[src/sync_serial_consts.vh]
`ifndef SYNC_SERIAL_CONSTS_VH
`define SYNC_SERIAL_CONSTS_VH

// register byte addresses on the register bus
`define ADDR_TX_STATUS_CONTROL 6'h00
`define ADDR_RX_STATUS_CONTROL 6'h04
`define ADDR_BAUD_CONTROL 6'h08
`define ADDR_BAUD_DIVISOR_LOW 6'h0C
`define ADDR_BAUD_DIVISOR_HIGH 6'h10
`define ADDR_RECEIVE_DATA 6'h14
`define ADDR_TRANSMIT_DATA 6'h18
`define ADDR_INTERRUPT_CONTROL 6'h1C

// transmit status/control fields
`define TSC_MASTER_CLOCK_SOURCE 7
`define TSC_NINE_BIT_TX_SELECT 6
`define TSC_TRANSMIT_ENABLE 5
`define TSC_SYNC_SELECT 4
`define TSC_BAUD_HIGH_SPEED 2
`define TSC_SHIFT_EMPTY 1
`define TSC_TRANSMIT_NINTH_BIT 0

// receive status/control fields
`define RSC_SERIAL_PORT_ON 7
`define RSC_NINE_BIT_RX_SELECT 6
`define RSC_SINGLE_RX_ENABLE 5
`define RSC_CONTINUOUS_RX_ENABLE 4
`define RSC_OVERRUN_ERROR 1
`define RSC_RECEIVED_NINTH_BIT 0

// baud control and interrupt control fields
`define BAUD_WIDE_DIVISOR_SELECT 3
`define INT_RECEIVE_ENABLE 0
`define INT_TRANSMIT_ENABLE 1
`define INT_PERIPHERAL_ENABLE 2
`define INT_GLOBAL_ENABLE 3
`define INT_RECEIVE_FLAG 4
`define INT_TRANSMIT_FLAG 5

// writable masks and reset values
`define TSC_WRITE_MASK 8'hFD
`define RSC_WRITE_MASK 8'hF0
`define BAUD_WRITE_MASK 8'h08
`define INT_WRITE_MASK 8'h0F
`define CONTROL_RESET 8'h00
`define TRANSMIT_BUFFER_RESET 9'h000

// character lengths
`define CHAR_BITS_SHORT 4'h8
`define CHAR_BITS_LONG 4'h9

`endif

[src/sync_serial_master_rx_slave_tx.v]
// Our own choices: register access over Avalon-MM and the register offsets.
`timescale 1ns/1ps
`include "sync_serial_consts.vh"

module sync_serial_master_rx_slave_tx (
	input wire core_clk,
	input wire rst_n,
	input wire [5:0] address,
	input wire read,
	input wire write,
	input wire [31:0] writedata,
	output reg [31:0] readdata,
	output wire waitrequest,
	input wire shift_clock_pin_in,
	output wire shift_clock_pin_out,
	output wire shift_clock_pin_oe_n,
	input wire shift_data_pin_in,
	output wire shift_data_pin_out,
	output wire shift_data_pin_oe_n,
	input wire core_sleep,
	output wire receive_request,
	output wire wake_request,
	output wire vector_request
);
	reg ack_reg;
	reg [7:0] tsc_reg;
	reg [7:0] rsc_reg;
	reg [7:0] baud_ctl_reg;
	reg [7:0] div_low_reg;
	reg [7:0] div_high_reg;
	reg [7:0] int_ctl_reg;
	reg overrun_reg;
	reg [8:0] fifo_mem [0:1];
	reg rd_ptr_reg;
	reg [1:0] fifo_count_reg;
	reg [8:0] rsr_reg;
	reg [3:0] rx_bits_reg;
	reg [8:0] tx_buf_reg;
	reg tx_buf_full_reg;
	reg [8:0] tsr_reg;
	reg tsr_busy_reg;
	reg tx_first_reg;
	reg [3:0] tx_bits_reg;
	reg mclk_reg;
	reg [15:0] half_cnt_reg;
	reg pin_clk_d_reg;
	wire [1:0] pins_sync;
	wire pin_clk_s;
	wire pin_data_s;

	sync_two_flop #(.WIDTH(2)) pin_sync (
		.core_clk(core_clk),
		.rst_n(rst_n),
		.async_in({shift_clock_pin_in, shift_data_pin_in}),
		.sync_out(pins_sync)
	);
	assign pin_clk_s = pins_sync[1];
	assign pin_data_s = pins_sync[0];

	// mode decode
	wire port_on = rsc_reg[`RSC_SERIAL_PORT_ON];
	wire sync_sel = tsc_reg[`TSC_SYNC_SELECT];
	wire single_receive_enable = rsc_reg[`RSC_SINGLE_RX_ENABLE];
	wire continuous_receive_enable = rsc_reg[`RSC_CONTINUOUS_RX_ENABLE];
	wire master_mode = port_on & sync_sel & tsc_reg[`TSC_MASTER_CLOCK_SOURCE];
	wire slave_mode = port_on & sync_sel & ~tsc_reg[`TSC_MASTER_CLOCK_SOURCE];
	wire rx_mode = single_receive_enable | continuous_receive_enable;
	wire tx_mode = ~rx_mode & tsc_reg[`TSC_TRANSMIT_ENABLE];
	wire rx_on = rx_mode & ~overrun_reg;
	wire [3:0] rx_len = rsc_reg[`RSC_NINE_BIT_RX_SELECT] ? `CHAR_BITS_LONG : `CHAR_BITS_SHORT;
	wire [3:0] tx_len = tsc_reg[`TSC_NINE_BIT_TX_SELECT] ? `CHAR_BITS_LONG : `CHAR_BITS_SHORT;

	// divisor: wide pair or low byte only; sync mode ignores the speed select
	wire [15:0] divisor = baud_ctl_reg[`BAUD_WIDE_DIVISOR_SELECT] ?
		{div_high_reg, div_low_reg} : {8'h00, div_low_reg};

	// master clock runs for reception or a pending transmit; no core clock in sleep
	wire master_run = master_mode & ~core_sleep &
		(rx_on | (tx_mode & tsr_busy_reg));
	wire half_tick = master_run & (half_cnt_reg == 16'h0000);

	// master clock generator; idle low, rising is the leading edge
	always @(posedge core_clk or negedge rst_n) begin
		if (!rst_n) begin
			mclk_reg <= 1'b0;
			half_cnt_reg <= 16'h0000;
			pin_clk_d_reg <= 1'b0;
		end else begin
			pin_clk_d_reg <= pin_clk_s;
			if (!master_run) begin
				mclk_reg <= 1'b0; // stops at once when reception is dropped
				half_cnt_reg <= divisor;
			end else if (half_tick) begin
				mclk_reg <= ~mclk_reg;
				half_cnt_reg <= divisor;
			end else begin
				half_cnt_reg <= half_cnt_reg - 16'h0001;
			end
		end
	end

	// shift clock edges, from own generator or from the far master
	wire lead_edge = master_mode ? (half_tick & ~mclk_reg) :
		(slave_mode & pin_clk_s & ~pin_clk_d_reg);
	wire trail_edge = master_mode ? (half_tick & mclk_reg) :
		(slave_mode & ~pin_clk_s & pin_clk_d_reg);

	// bus handshake: one wait state, answer on the second cycle
	wire bus_req = read | write;
	assign waitrequest = bus_req & ~ack_reg;
	wire wr_take = write & ack_reg;
	wire rd_take = read & ack_reg;
	wire rd_pop = rd_take & (address == `ADDR_RECEIVE_DATA) & (fifo_count_reg != 2'b00);
	wire wr_tx = wr_take & (address == `ADDR_TRANSMIT_DATA);
	wire wr_rsc = wr_take & (address == `ADDR_RX_STATUS_CONTROL);

	wire receive_complete_flag = (fifo_count_reg != 2'b00);
	wire transmit_buffer_free_flag = ~tx_buf_full_reg;
	wire [8:0] top_char = fifo_mem[rd_ptr_reg];
	wire [7:0] rsc_view = {rsc_reg[7:4], 2'b00, overrun_reg, top_char[8] & receive_complete_flag};
	wire [7:0] tsc_view = {tsc_reg[7:2], ~tsr_busy_reg, tsc_reg[0]};
	wire [7:0] int_view = {2'b00, transmit_buffer_free_flag, receive_complete_flag, int_ctl_reg[3:0]};
	wire rx_done = trail_edge & rx_on & (rx_bits_reg == rx_len - 4'h1);
	wire tx_done = trail_edge & tx_mode & tsr_busy_reg & (tx_bits_reg == tx_len - 4'h1);
	wire [7:0] rsc_wr = writedata[7:0] & `RSC_WRITE_MASK;

	// read data is staged in the wait cycle so it stands at the accepting edge
	always @(posedge core_clk or negedge rst_n) begin
		if (!rst_n) begin
			ack_reg <= 1'b0;
			readdata <= 32'h00000000;
		end else begin
			ack_reg <= bus_req & ~ack_reg;
			if (read & ~ack_reg) begin
				case (address)
				`ADDR_TX_STATUS_CONTROL: readdata <= {24'h000000, tsc_view};
				`ADDR_RX_STATUS_CONTROL: readdata <= {24'h000000, rsc_view};
				`ADDR_BAUD_CONTROL: readdata <= {24'h000000, baud_ctl_reg};
				`ADDR_BAUD_DIVISOR_LOW: readdata <= {24'h000000, div_low_reg};
				`ADDR_BAUD_DIVISOR_HIGH: readdata <= {24'h000000, div_high_reg};
				`ADDR_RECEIVE_DATA: readdata <= {24'h000000, top_char[7:0]};
				`ADDR_INTERRUPT_CONTROL: readdata <= {24'h000000, int_view};
				default: readdata <= 32'h00000000;
				endcase
			end
		end
	end

	// control registers and the serial engine; port off resets the engine
	always @(posedge core_clk or negedge rst_n) begin
		if (!rst_n) begin
			tsc_reg <= `CONTROL_RESET;
			rsc_reg <= `CONTROL_RESET;
			baud_ctl_reg <= `CONTROL_RESET;
			div_low_reg <= `CONTROL_RESET;
			div_high_reg <= `CONTROL_RESET;
			int_ctl_reg <= `CONTROL_RESET;
			overrun_reg <= 1'b0;
			fifo_mem[0] <= 9'h000;
			fifo_mem[1] <= 9'h000;
			rd_ptr_reg <= 1'b0;
			fifo_count_reg <= 2'b00;
			rsr_reg <= 9'h000;
			rx_bits_reg <= 4'h0;
			tx_buf_reg <= `TRANSMIT_BUFFER_RESET;
			tx_buf_full_reg <= 1'b0;
			tsr_reg <= 9'h000;
			tsr_busy_reg <= 1'b0;
			tx_first_reg <= 1'b0;
			tx_bits_reg <= 4'h0;
		end else begin
			// plain register writes
			if (wr_take) begin
				case (address)
				`ADDR_TX_STATUS_CONTROL: tsc_reg <= writedata[7:0] & `TSC_WRITE_MASK;
				`ADDR_BAUD_CONTROL: baud_ctl_reg <= writedata[7:0] & `BAUD_WRITE_MASK;
				`ADDR_BAUD_DIVISOR_LOW: div_low_reg <= writedata[7:0];
				`ADDR_BAUD_DIVISOR_HIGH: div_high_reg <= writedata[7:0];
				`ADDR_INTERRUPT_CONTROL: int_ctl_reg <= writedata[7:0] & `INT_WRITE_MASK;
				default: tsc_reg <= tsc_reg;
				endcase
			end
			// receive control: software write, else single enable self-clears
			if (wr_rsc) begin
				rsc_reg <= rsc_wr;
			end else if (rx_done) begin
				rsc_reg[`RSC_SINGLE_RX_ENABLE] <= 1'b0;
			end
			// overrun: a new overrun wins over any clear in the same cycle
			if (rx_done & fifo_count_reg[1]) begin
				overrun_reg <= 1'b1;
			end else if (!port_on) begin
				overrun_reg <= 1'b0;
			end else if (wr_rsc & ~rsc_wr[`RSC_CONTINUOUS_RX_ENABLE] & continuous_receive_enable) begin
				overrun_reg <= 1'b0;
			end else if (rd_pop & single_receive_enable & ~continuous_receive_enable) begin
				overrun_reg <= 1'b0;
			end
			// receive shifter: bits dropped whenever reception is off
			if (!rx_on | !(master_mode | slave_mode)) begin
				rx_bits_reg <= 4'h0; // partial character discarded
			end else if (trail_edge) begin
				rsr_reg <= {pin_data_s, rsr_reg[8:1]};
				rx_bits_reg <= rx_done ? 4'h0 : rx_bits_reg + 4'h1;
			end
			// receive buffer; a full buffer keeps its contents
			if (!port_on) begin
				fifo_count_reg <= 2'b00;
				rd_ptr_reg <= 1'b0;
			end else begin
				if (rx_done & ~fifo_count_reg[1]) begin
					fifo_mem[rd_ptr_reg ^ fifo_count_reg[0]] <= (rx_len == `CHAR_BITS_LONG) ?
						{pin_data_s, rsr_reg[8:1]} : {1'b0, pin_data_s, rsr_reg[8:2]};
				end
				if (rd_pop) begin
					rd_ptr_reg <= ~rd_ptr_reg;
				end
				case ({rx_done & ~fifo_count_reg[1], rd_pop})
				2'b10: fifo_count_reg <= fifo_count_reg + 2'b01;
				2'b01: fifo_count_reg <= fifo_count_reg - 2'b01;
				default: fifo_count_reg <= fifo_count_reg;
				endcase
			end
			// transmit buffer and shift register
			if (!port_on) begin
				tx_buf_full_reg <= 1'b0;
				tsr_busy_reg <= 1'b0;
				tx_bits_reg <= 4'h0;
			end else begin
				if (wr_tx & ~tx_buf_full_reg) begin
					tx_buf_reg <= {tsc_reg[`TSC_TRANSMIT_NINTH_BIT], writedata[7:0]};
					tx_buf_full_reg <= 1'b1;
				end else if (tx_buf_full_reg & (~tsr_busy_reg | tx_done)) begin
					// move waiting character in; free flag follows the move
					tsr_reg <= tx_buf_reg;
					tsr_busy_reg <= 1'b1;
					tx_first_reg <= 1'b1;
					tx_bits_reg <= 4'h0;
					tx_buf_full_reg <= 1'b0;
				end
				if (!(tx_buf_full_reg & (~tsr_busy_reg | tx_done)) | (wr_tx & ~tx_buf_full_reg)) begin
					if (tx_done) begin
						tsr_busy_reg <= 1'b0;
					end else if (tsr_busy_reg & tx_mode & trail_edge) begin
						tx_bits_reg <= tx_bits_reg + 4'h1;
					end else if (tsr_busy_reg & tx_mode & lead_edge) begin
						// bit 0 is already out; later bits change on the leading edge
						if (tx_first_reg) begin
							tx_first_reg <= 1'b0;
						end else begin
							tsr_reg <= {1'b0, tsr_reg[8:1]};
						end
					end
				end
			end
		end
	end

	// pins: clock driven only as master, data driven only while transmitting
	assign shift_clock_pin_out = mclk_reg;
	assign shift_clock_pin_oe_n = ~master_mode;
	assign shift_data_pin_out = tsr_reg[0];
	assign shift_data_pin_oe_n = ~(port_on & sync_sel & tx_mode);

	// event requests toward the core's interrupt controller
	assign receive_request = receive_complete_flag & int_ctl_reg[`INT_RECEIVE_ENABLE];
	assign wake_request = receive_request | (transmit_buffer_free_flag & int_ctl_reg[`INT_TRANSMIT_ENABLE] &
		int_ctl_reg[`INT_PERIPHERAL_ENABLE]);
	assign vector_request = wake_request & int_ctl_reg[`INT_GLOBAL_ENABLE];
endmodule

[src/sync_two_flop.v]
`timescale 1ns/1ps

// two-flop synchroniser for pin inputs; only the second stage leaves
module sync_two_flop #(
	parameter WIDTH = 2
) (
	input wire core_clk,
	input wire rst_n,
	input wire [WIDTH-1:0] async_in,
	output wire [WIDTH-1:0] sync_out
);
	reg [WIDTH-1:0] stage1_reg;
	reg [WIDTH-1:0] stage2_reg;

	// metastability settles in the first stage
	always @(posedge core_clk or negedge rst_n) begin
		if (!rst_n) begin
			stage1_reg <= {WIDTH{1'b0}};
			stage2_reg <= {WIDTH{1'b0}};
		end else begin
			stage1_reg <= async_in;
			stage2_reg <= stage1_reg;
		end
	end

	assign sync_out = stage2_reg;
endmodule
[config.mk]
export PLATFORM = sky130hd
export DESIGN_NAME = sync_serial_master_rx_slave_tx
export DESIGN_NICKNAME = d
export VERILOG_FILES = /design/src/sync_serial_master_rx_slave_tx.v /design/src/sync_two_flop.v
export VERILOG_INCLUDE_DIRS = /design/src
export SDC_FILE = /design/constraint.sdc
export NUM_CORES = 1
export LEC_CHECK = 0
export BUFFER_PORTS_ARGS = -buffer_cell sky130_fd_sc_hd__clkbuf_2
export CORE_MARGIN = 4
export CORE_UTILIZATION = 40
export DETAILED_ROUTE_END_ITERATION = 12
export PLACE_DENSITY = 0.56
export SYNTH_ARGS = -nofsm -noshare
export SYNTH_HDL_FRONTEND = slang
export SYNTH_HIERARCHICAL = 1
export SYNTH_SLANG_ARGS = --single-unit
[constraint.sdc]
create_clock -name core_clk -period 3.45 [get_ports core_clk]
set_input_delay 0.69 -clock core_clk [delete_from_list [all_inputs] [get_ports core_clk]]
set_output_delay 0.69 -clock core_clk [all_outputs]
set_load 0.01 [all_outputs]
== Word level (Yosys, flattened, before mapping) ==
Index checks and enable logic that the tools add are counted.

* Register bits: 147
* Word-level logic and storage cells: 201
* Input bits: 45
* Output and inout bits: 40

* Add/sub/neg operators: 7
* Bitwise operators: 72
* Mux-type cells: 58
* Reduce and logical (&&, ||, !) cells: 17
* Order comparisons: 3
* Eq/ne operators: 17

{| class="wikitable"
|+ Operators by type and width
! kind !! number
|-
| 9-bit 2-to-1 mux || 12
|-
| 8-bit case mux with 7 select lines || 1
|-
| 16-bit 2-to-1 mux || 3
|-
| 1-bit bitwise AND || 44
|-
| 4-bit 2-to-1 mux || 9
|-
| 1-bit 2-to-1 mux || 29
|-
| 6-bit by 5-bit equality test with 1-bit output (second input constant) || 4
|-
| 18-bit bitwise mux || 1
|-
| 1-bit NOT || 17
|-
| 16-bit zero test || 1
|-
| 2-bit AND reduction || 8
|-
| 16-bit by 1-bit subtractor with 16-bit output (second input constant) || 1
|-
| 6-bit by 4-bit equality test with 1-bit output (second input constant) || 2
|-
| 9-bit demux with 1-bit select || 1
|-
| 4-bit by 1-bit adder with 4-bit output (second input constant) || 2
|-
| 4-bit equality test || 2
|-
| 1-bit bitwise OR || 8
|-
| 4-bit by 1-bit subtractor with 4-bit output (second input constant) || 2
|-
| 6-bit by 3-bit equality test with 1-bit output (second input constant) || 1
|-
| 6-bit zero test || 1
|-
| 3-bit by 1-bit != test with 1-bit output (second input constant) || 2
|-
| 2-bit nonzero test || 3
|-
| 4-bit equality test (second input constant) || 1
|-
| 2-bit greater-or-equal comparator (second input constant) || 2
|-
| 13 further kinds || 17
|}

== Depth between registers and ports, before layout ==
Gate-level depths: netlist (run 1).

* Depth after elaboration: 21
* Depth in mapped cells: 10
* Gate-level depth less buffers: 8

== By module ==
Netlist (run 1), hierarchy kept.

{| class="wikitable"
|+ Modules (own cells, without submodules)
! module !! area each (µm²) !! times used !! cells an instance
|-
| sync_serial_master_rx_slave_tx || 5911.9 || 1 || 523
|-
| sync_two_flop || 100.1 || 1 || 4
|}

== Worst setup path before layout (run 1) ==
Ideal clock, no wire load.

* Kind: reg2reg
* Start point: reg half_cnt_reg[0]
* End point: reg fifo_mem[0] (netlist bit)
* Setup time: 0.125 ns
* Path slack: 0.938 ns
* Period minus slack after synthesis: 2.512 ns
* Arrival time: 2.387 ns
* Stages on the path, launching flop included: 11
* Buffers on the path: 2
* Data required time: 3.325 ns
* Cell sequence: dfrtp_1 inv_1 ha_1 nor4b_1 and4_1 buf_4 a31oi_1 or2_4 or4b_4 buf_6 mux2_4

* Cells in the longest elaborated chain, start to end: 8

{| class="wikitable"
|+ RTL lines
! what !! line !! text
|-
| start, declared || sync_serial_master_rx_slave_tx.v:45 || <nowiki>reg [15:0] half_cnt_reg;</nowiki>
|-
| start signal, assigned || sync_serial_master_rx_slave_tx.v:92 || <nowiki>half_cnt_reg <= divisor;</nowiki>
|-
| start signal, assigned || sync_serial_master_rx_slave_tx.v:95 || <nowiki>half_cnt_reg <= divisor;</nowiki>
|-
| start signal, assigned || sync_serial_master_rx_slave_tx.v:97 || <nowiki>half_cnt_reg <= half_cnt_reg - 16'h0001;</nowiki>
|-
| 16-bit zero test || sync_serial_master_rx_slave_tx.v:80 || <nowiki>wire half_tick = master_run & (half_cnt_reg == 16'h0000);</nowiki>
|-
| 1-bit bitwise AND || sync_serial_master_rx_slave_tx.v:80 ||
|-
| 1-bit bitwise AND || sync_serial_master_rx_slave_tx.v:105 || <nowiki>wire trail_edge = master_mode ? (half_tick & mclk_reg) :</nowiki>
|-
| 1-bit 2-to-1 mux || sync_serial_master_rx_slave_tx.v:105 ||
|-
| 1-bit bitwise AND (2 in a row) || sync_serial_master_rx_slave_tx.v:123 || <nowiki>wire rx_done = trail_edge & rx_on & (rx_bits_reg == rx_len - 4'h1);</nowiki>
|-
| 1-bit bitwise AND || sync_serial_master_rx_slave_tx.v:211 || <nowiki>if (rx_done & ~fifo_count_reg[1]) begin</nowiki>
|-
| 2-bit AND reduction (no line) || n/a ||
|-
| end signal, assigned by index || sync_serial_master_rx_slave_tx.v:212 || <nowiki>fifo_mem[rd_ptr_reg ^ fifo_count_reg[0]] <= (rx_len == `CHAR_BITS_LONG) ?</nowiki>
|-
| end, declared || sync_serial_master_rx_slave_tx.v:33 || <nowiki>reg [8:0] fifo_mem [0:1];</nowiki>
|}

No other way between the ends.
A chain may end at the register's enable or synchronous reset.

== Worst setup path after layout (run 1) ==
* Start point: reg half_cnt_reg[0]
* End point: reg fifo_mem[17] (netlist bit)

The elaborated chain is that of the path after synthesis.

==> impl_metrics.toml, run 1 <==
[power]
powerDensity_mw_per_mm2 = 515
p_leak_nw = 3.23
p_int_mw = 2.62
power_frac_comb_pct = 9.1
clkPwrFrac_pct = 47.5
seqPwrFrac_pct = 43.4
ir_drop_mv = 0.328
switchingPower_mw = 0.931
swShare_pct = 26.2

[global_routing]
grt-ovfl-total = 0
track_usage_pct = 16.9
antenna_found_initial = 0
use_met2_pct = 27.8
grt_pass1_wl_mm = 22.1
met3_usage_pct = 3.62
top_usage_layer = "met2"
met1_usage_pct = 22.2
grt_max_degree = 55
grt_pass1_vias = 4165

[final_layout]
utilization_pct = 47.1
largest_register_ffs = 18
final_common_cell = "dfrtp_1"
most-common-layout-cells = "dfrtp_1 (122), mux2_2 (66), nand2_1 (36), clkbuf_2 (35), o21ai_0 (33)"
design_area_mm2 = 0.00690
fin_nets = 621
layout-drive-gt1-share_pct = 27.7
area_growth_pct = 14.7
antenna_cells = 0

[synthesis]
ys.warnings.count = 6
synth_fa_ha_area_share_pct = 0.832
synthFlopType = "dfrtp_1"
ys_ff_latch = 122
synth_cell_types = 62
synthCells = 527
synth_edf_count = 0
synth_top_family_by_area = "multiplexers"
yosys.area_share.simple_pct = 12.9
synthMuxAreaShare_pct = 17.3
synthArstFlopShare_pct = 100
yosysSeqAreaShare_pct = 50.8
avgSynthCellArea_um2 = 11.4
synth_compound_area_share_pct = 9.72
syn_area_mm2 = 0.00601
synthXorXnorAreaFrac_pct = 3.35

[timing]
tightestPinTransition_ns = 0.678
relSlewSlack_pct = 54.8
timing.hold.ws_ns = 0.323
rsz0062_at_grt = "false"
period_needed_ns = 2.96
setup_ws_ns = 0.490
fmax_mhz = 338
skew_ns = 0.00879
setup_viol = 0
finalCritPeriodShare_pct = 85.8
final.setup.tns_ns = 0
finalHoldViolCount = 0
drv_slew = 0

[worst_setup_path]
r2r_start = "half_cnt_reg[0]"
timing_worst_setup_path_type = "flip-flop to flip-flop"
path_cells = "inv_1 > ha_1 > nor4b_1 > and4_1 > a31oi_1 > or2_4 > or4_1 > mux2_1"
rr_endpoint = "fifo_mem[17]"
rrSetupSlack_ns = 0.49
crit_path_end_kind = "flip-flop"
reg2reg_depth = 8
cp_max_fo = 14
cp_slowest_cell = "or4_1"
cp_slowest_stage_delay_ns = 0.73
crit_arrival_ns = 3.26
start_kind = "flip-flop"
cp.required_ns = 3.75

[detailed_routing]
first_pass_iters = 4
ant_nets = 0
vias_per_cell = 5.29
wl_per_cell_um = 17.6
vias = 4069
drc = 0
drt_iter0_drc = 271
wl_mm = 13.5

[clock_tree]
hold_buffers = 0
numCtsBuffers = 17
cts_setup_buffers = 0
htree_levels = 4
clockRootBuffer = "clkbuf_16"
path_clk_slew_ns = 0.06
cts_buffer_depth = 2
cts_sinks = 122
clock_latency_ns = 0.42
cts_tree = "yes"
cts_resized = 0

[placed_design]
hpwl_mm = 9.80
place.port_buffers = 36
place_ws_ns = 0.528
place_congestion = 0.845
placed_area_mm2 = 0.00633

[floorplan]
die_w_um = 131
coreArea_mm2 = 0.0146
die_y_um = 131
design.die.area_mm2 = 0.0171
initial_core_util_pct = 41.1
pin_count = 85
rows = 44

[status]
outcome = "completed"

[hold_path]
hp-class = "input pin to async pin"

[run]
cap_viol_max_count = 0
[critical path: cells and delay by family (launching register included)]
kind	cells	cell delay, ns
and+or+nand+nor	4	1.66
DFF	1	0.42
muxes	1	0.39
adders and majority gates	1	0.15
AOI/OAI and AO/OA	1	0.13
buffers and inverters	1	0.10
[synthesized netlist by cell type, drive strengths merged, types with 2 or more instances]
cell type	count	area, µm²
a31oi	4	25.0
xor2	13	114
clkbuf	17	63.8
mux2i	15	150
dfrtp	122	3050
o22a	8	70.1
nand4bb	2	22.5
xnor2	10	87.6
a211oi	5	37.5
buf	28	208
a22oi	3	22.5
or4b	3	33.8
nor4	5	46.3
o311ai	2	17.5
and4	2	17.5
mux2	76	890
nand3	16	80.1
nand2	36	135
o22ai	2	12.5
a221oi	4	35.0
nor3	16	85.1
a21oi	8	40.0
nand2b	6	37.5
ha	4	50.1
and3	2	12.5
nor4b	5	43.8
o211ai	2	15.0
a21boi	2	15.0
nor2	30	113
inv	8	30.0
nor2b	2	12.5
o21ai	33	165
and2	6	37.5
nand3b	3	22.5
o21a	8	60.1
or4	2	15.0
[worst max-delay path by stage]
stage,to,from,cells after the start,slack (ns)
2_1_floorplan,fifo_mem[0],half_cnt_reg[0],10,0.94
3_3_place_gp,fifo_mem[17],half_cnt_reg[0],8,0.56
3_5_place_dp,fifo_mem[17],half_cnt_reg[0],8,0.53
4_1_cts,fifo_mem[17],half_cnt_reg[0],8,0.51
5_1_grt,fifo_mem[17],half_cnt_reg[0],8,0.36
6_report,fifo_mem[17],half_cnt_reg[0],8,0.49
[area by class of cell]
type,count,area (µm²)
well taps,184,230
flip-flops and latches,122,3050
inverters,8,30.0
clock inverters,15,140
clock buffers,17,425
fillers,1384,7750
repair buffers,48,273
multi-input cells,375,2740
[routing by layer]
layer  up-vias  routed length, µm
li1       1957                  -
met1      2029               6310
met2        62               6630
met3        21                339
met4         0                264
met5         -                  0
[cells by family (layout without fill, tap and decap cells)]
group	Yosys count	in the layout
compound gates	89	89
xor+xnor	23	23
fa+ha+maj	4	4
buf+inv	53	88
flops	122	122
mux	91	91
other cells	1	24
simple gates	144	144
[per-stage QoR]
step,power [mW],std cells
after floorplan,1.78,550
after global placement,1.88,737
after detailed placement,1.89,737
after CTS,3.59,769
after global routing,3.70,769
final,3.55,769
[power groups by stage]
| stage | combinational (mW) | clock [mW] | sequential [mW] |
|---|---|---|---|
| 3_5_place_dp | 0.324 | 0 | 1.57 |
| 6_report | 0.324 | 1.68 | 1.54 |
| 2_1_floorplan | 0.239 | 0 | 1.55 |
| 3_3_place_gp | 0.319 | 0 | 1.57 |
| 5_1_grt | 0.366 | 1.79 | 1.55 |
| 4_1_cts | 0.328 | 1.72 | 1.54 |
Power figures use the tool's default switching activity.
==> inputs of run 2 (changes only) <==
- CELL_PAD_IN_SITES_DETAIL_PLACEMENT: not set -> 0
- CELL_PAD_IN_SITES_GLOBAL_PLACEMENT: not set -> 1
- PLACE_DENSITY: 0.56 -> 0.68
==> impl_metrics.toml, run 2 (synthesized netlist as in run 1, its figures left out) <==
[status]
outcome = "completed"

[power]
ir_drop_mv = 0.330
powerDensity_mw_per_mm2 = 513
swShare_pct = 25.8
seqPwrFrac_pct = 43.6
switchingPower_mw = 0.912
clkPwrFrac_pct = 47.3
p_int_mw = 2.63
power_frac_comb_pct = 9.1
p_leak_nw = 3.23

[global_routing]
grt_pass1_vias = 4247
antenna_found_initial = 0
grt_pass1_wl_mm = 22.7
track_usage_pct = 17.4
grt_max_degree = 52
grt-ovfl-total = 0

[timing]
tightestPinTransition_ns = 0.744
rsz0062_at_grt = "false"
relSlewSlack_pct = 50.0
finalHoldViolCount = 0
finalCritPeriodShare_pct = 89.1
setup_viol = 0
drv_slew = 0
setup_ws_ns = 0.377
fmax_mhz = 325
period_needed_ns = 3.07
skew_ns = 0.0104
final.setup.tns_ns = 0

[detailed_routing]
vias = 4111
first_pass_iters = 4
wl_per_cell_um = 17.8
wl_mm = 13.7
ant_nets = 0
drc = 0
drt_iter0_drc = 313
vias_per_cell = 5.35

[worst_setup_path]
cp.required_ns = 3.75
crit_path_end_kind = "flip-flop"
start_kind = "flip-flop"
critPathTopFamily = "simple AND/OR/NAND/NOR gates"
crit_arrival_ns = 3.38
timing_worst_setup_path_type = "flip-flop to flip-flop"
cp.buffers_inverters = 1
rrSetupSlack_ns = 0.38
cp_slowest_cell = "or4_1"
cp_max_fo = 14
cp_slowest_stage_delay_ns = 0.73
path_cells = "inv_1 > ha_1 > nor4b_1 > and4_1 > a31oi_1 > or2_4 > or4_1 > mux2_1"

[hold_path]
hp-class = "input pin to async pin"

[floorplan]
initial_core_util_pct = 41.1
die_w_um = 131
pin_count = 85
design.die.area_mm2 = 0.0171
rows = 44
coreArea_mm2 = 0.0146
die_y_um = 131

[final_layout]
seqCellArea_mm2 = 0.00305
antenna_cells = 0
fin_nets = 620
final_common_cell = "dfrtp_1"
largest_register_ffs = 18
multi_input_area_mm2 = 0.00274
layout-drive-gt1-share_pct = 27.4
most-common-layout-cells = "dfrtp_1 (122), mux2_2 (66), nand2_1 (36), clkbuf_2 (35), o21ai_0 (33)"
area_growth_pct = 14.7
num-fill-cells = 1349

[clock_tree]
cts_resized = 0
htree_levels = 4
cts_tree = "yes"
cts_sinks = 122
cts_setup_buffers = 0
hold_buffers = 0
numCtsBuffers = 17
clockRootBuffer = "clkbuf_16"
clock_latency_ns = 0.42
cts_buffer_depth = 2
path_clk_slew_ns = 0.06

[placed_design]
place.port_buffers = 36
place_congestion = 0.798
place_ws_ns = 0.367
hpwl_mm = 9.95

[run]
cap_viol_max_count = 0
-- run 2: worst paths after layout --
path | endpoint | depth (start not counted) | startpoint
hold / removal | half_cnt_reg[5] | 1 | rst_n
setup / recovery | fifo_mem[17] | 8 | half_cnt_reg[0]
hold reg to reg | pin_sync/sync_out[1] | 0 | pin_sync/stage1_reg[1]
min in group core_clk | pin_sync/sync_out[1] | 0 | pin_sync/stage1_reg[1]
setup reg to reg | fifo_mem[17] | 8 | half_cnt_reg[0]
max in group asynchronous | tx_buf_reg[0] | 2 | rst_n
-- run 2: power groups by stage --
stage | registers [mW] | clock network, mW | logic [mW]
final | 1.54 | 1.67 | 0.323
after global routing | 1.55 | 1.77 | 0.366
after CTS | 1.54 | 1.71 | 0.328
after detailed placement | 1.57 | 0 | 0.323
after global placement | 1.56 | 0 | 0.321
after floorplan | 1.55 | 0 | 0.239
-- run 2: metrics by stage --
step	hold slack, ns	instances	power [mW]	util [%]	area [µm²]
final	0.320	768	3.54	47.1	6900
after global routing	0.352	768	3.69	47.1	6900
after detailed placement	0.335	736	1.89	43.3	6330
after global placement	0.333	736	1.89	43.3	6330
after floorplan	0.331	550	1.78	-	6100
after CTS	0.337	768	3.58	47.1	6900
-- run 2: worst register-to-register path, stage by stage (launching register included) --
cell,delay (ns)
dfrtp_1,0.42
inv_1,0.10
ha_1,0.17
nor4b_1,0.22
and4_1,0.42
a31oi_1,0.19
or2_4,0.34
or4_1,0.73
mux2_1,0.39
-- run 2: routing by layer --
metal	GRT usage (%)	vias up	part of all wire, %
met5	0	-	0
met1	23.6	2055	48
met2	26.7	89	45
li1	-	1944	-
met3	5.04	23	4.1
met4	6.41	0	2.2
-- run 2: layout make-up --
cell class | instances | area share (%)
clock buffer | 19 | 6.42
clock inverter | 13 | 1.72
inverter | 8 | 0.435
multi-input combinational | 375 | 39.8
sequential | 122 | 44.3
tap | 184 | 3.34
timing repair buffer | 47 | 4.03
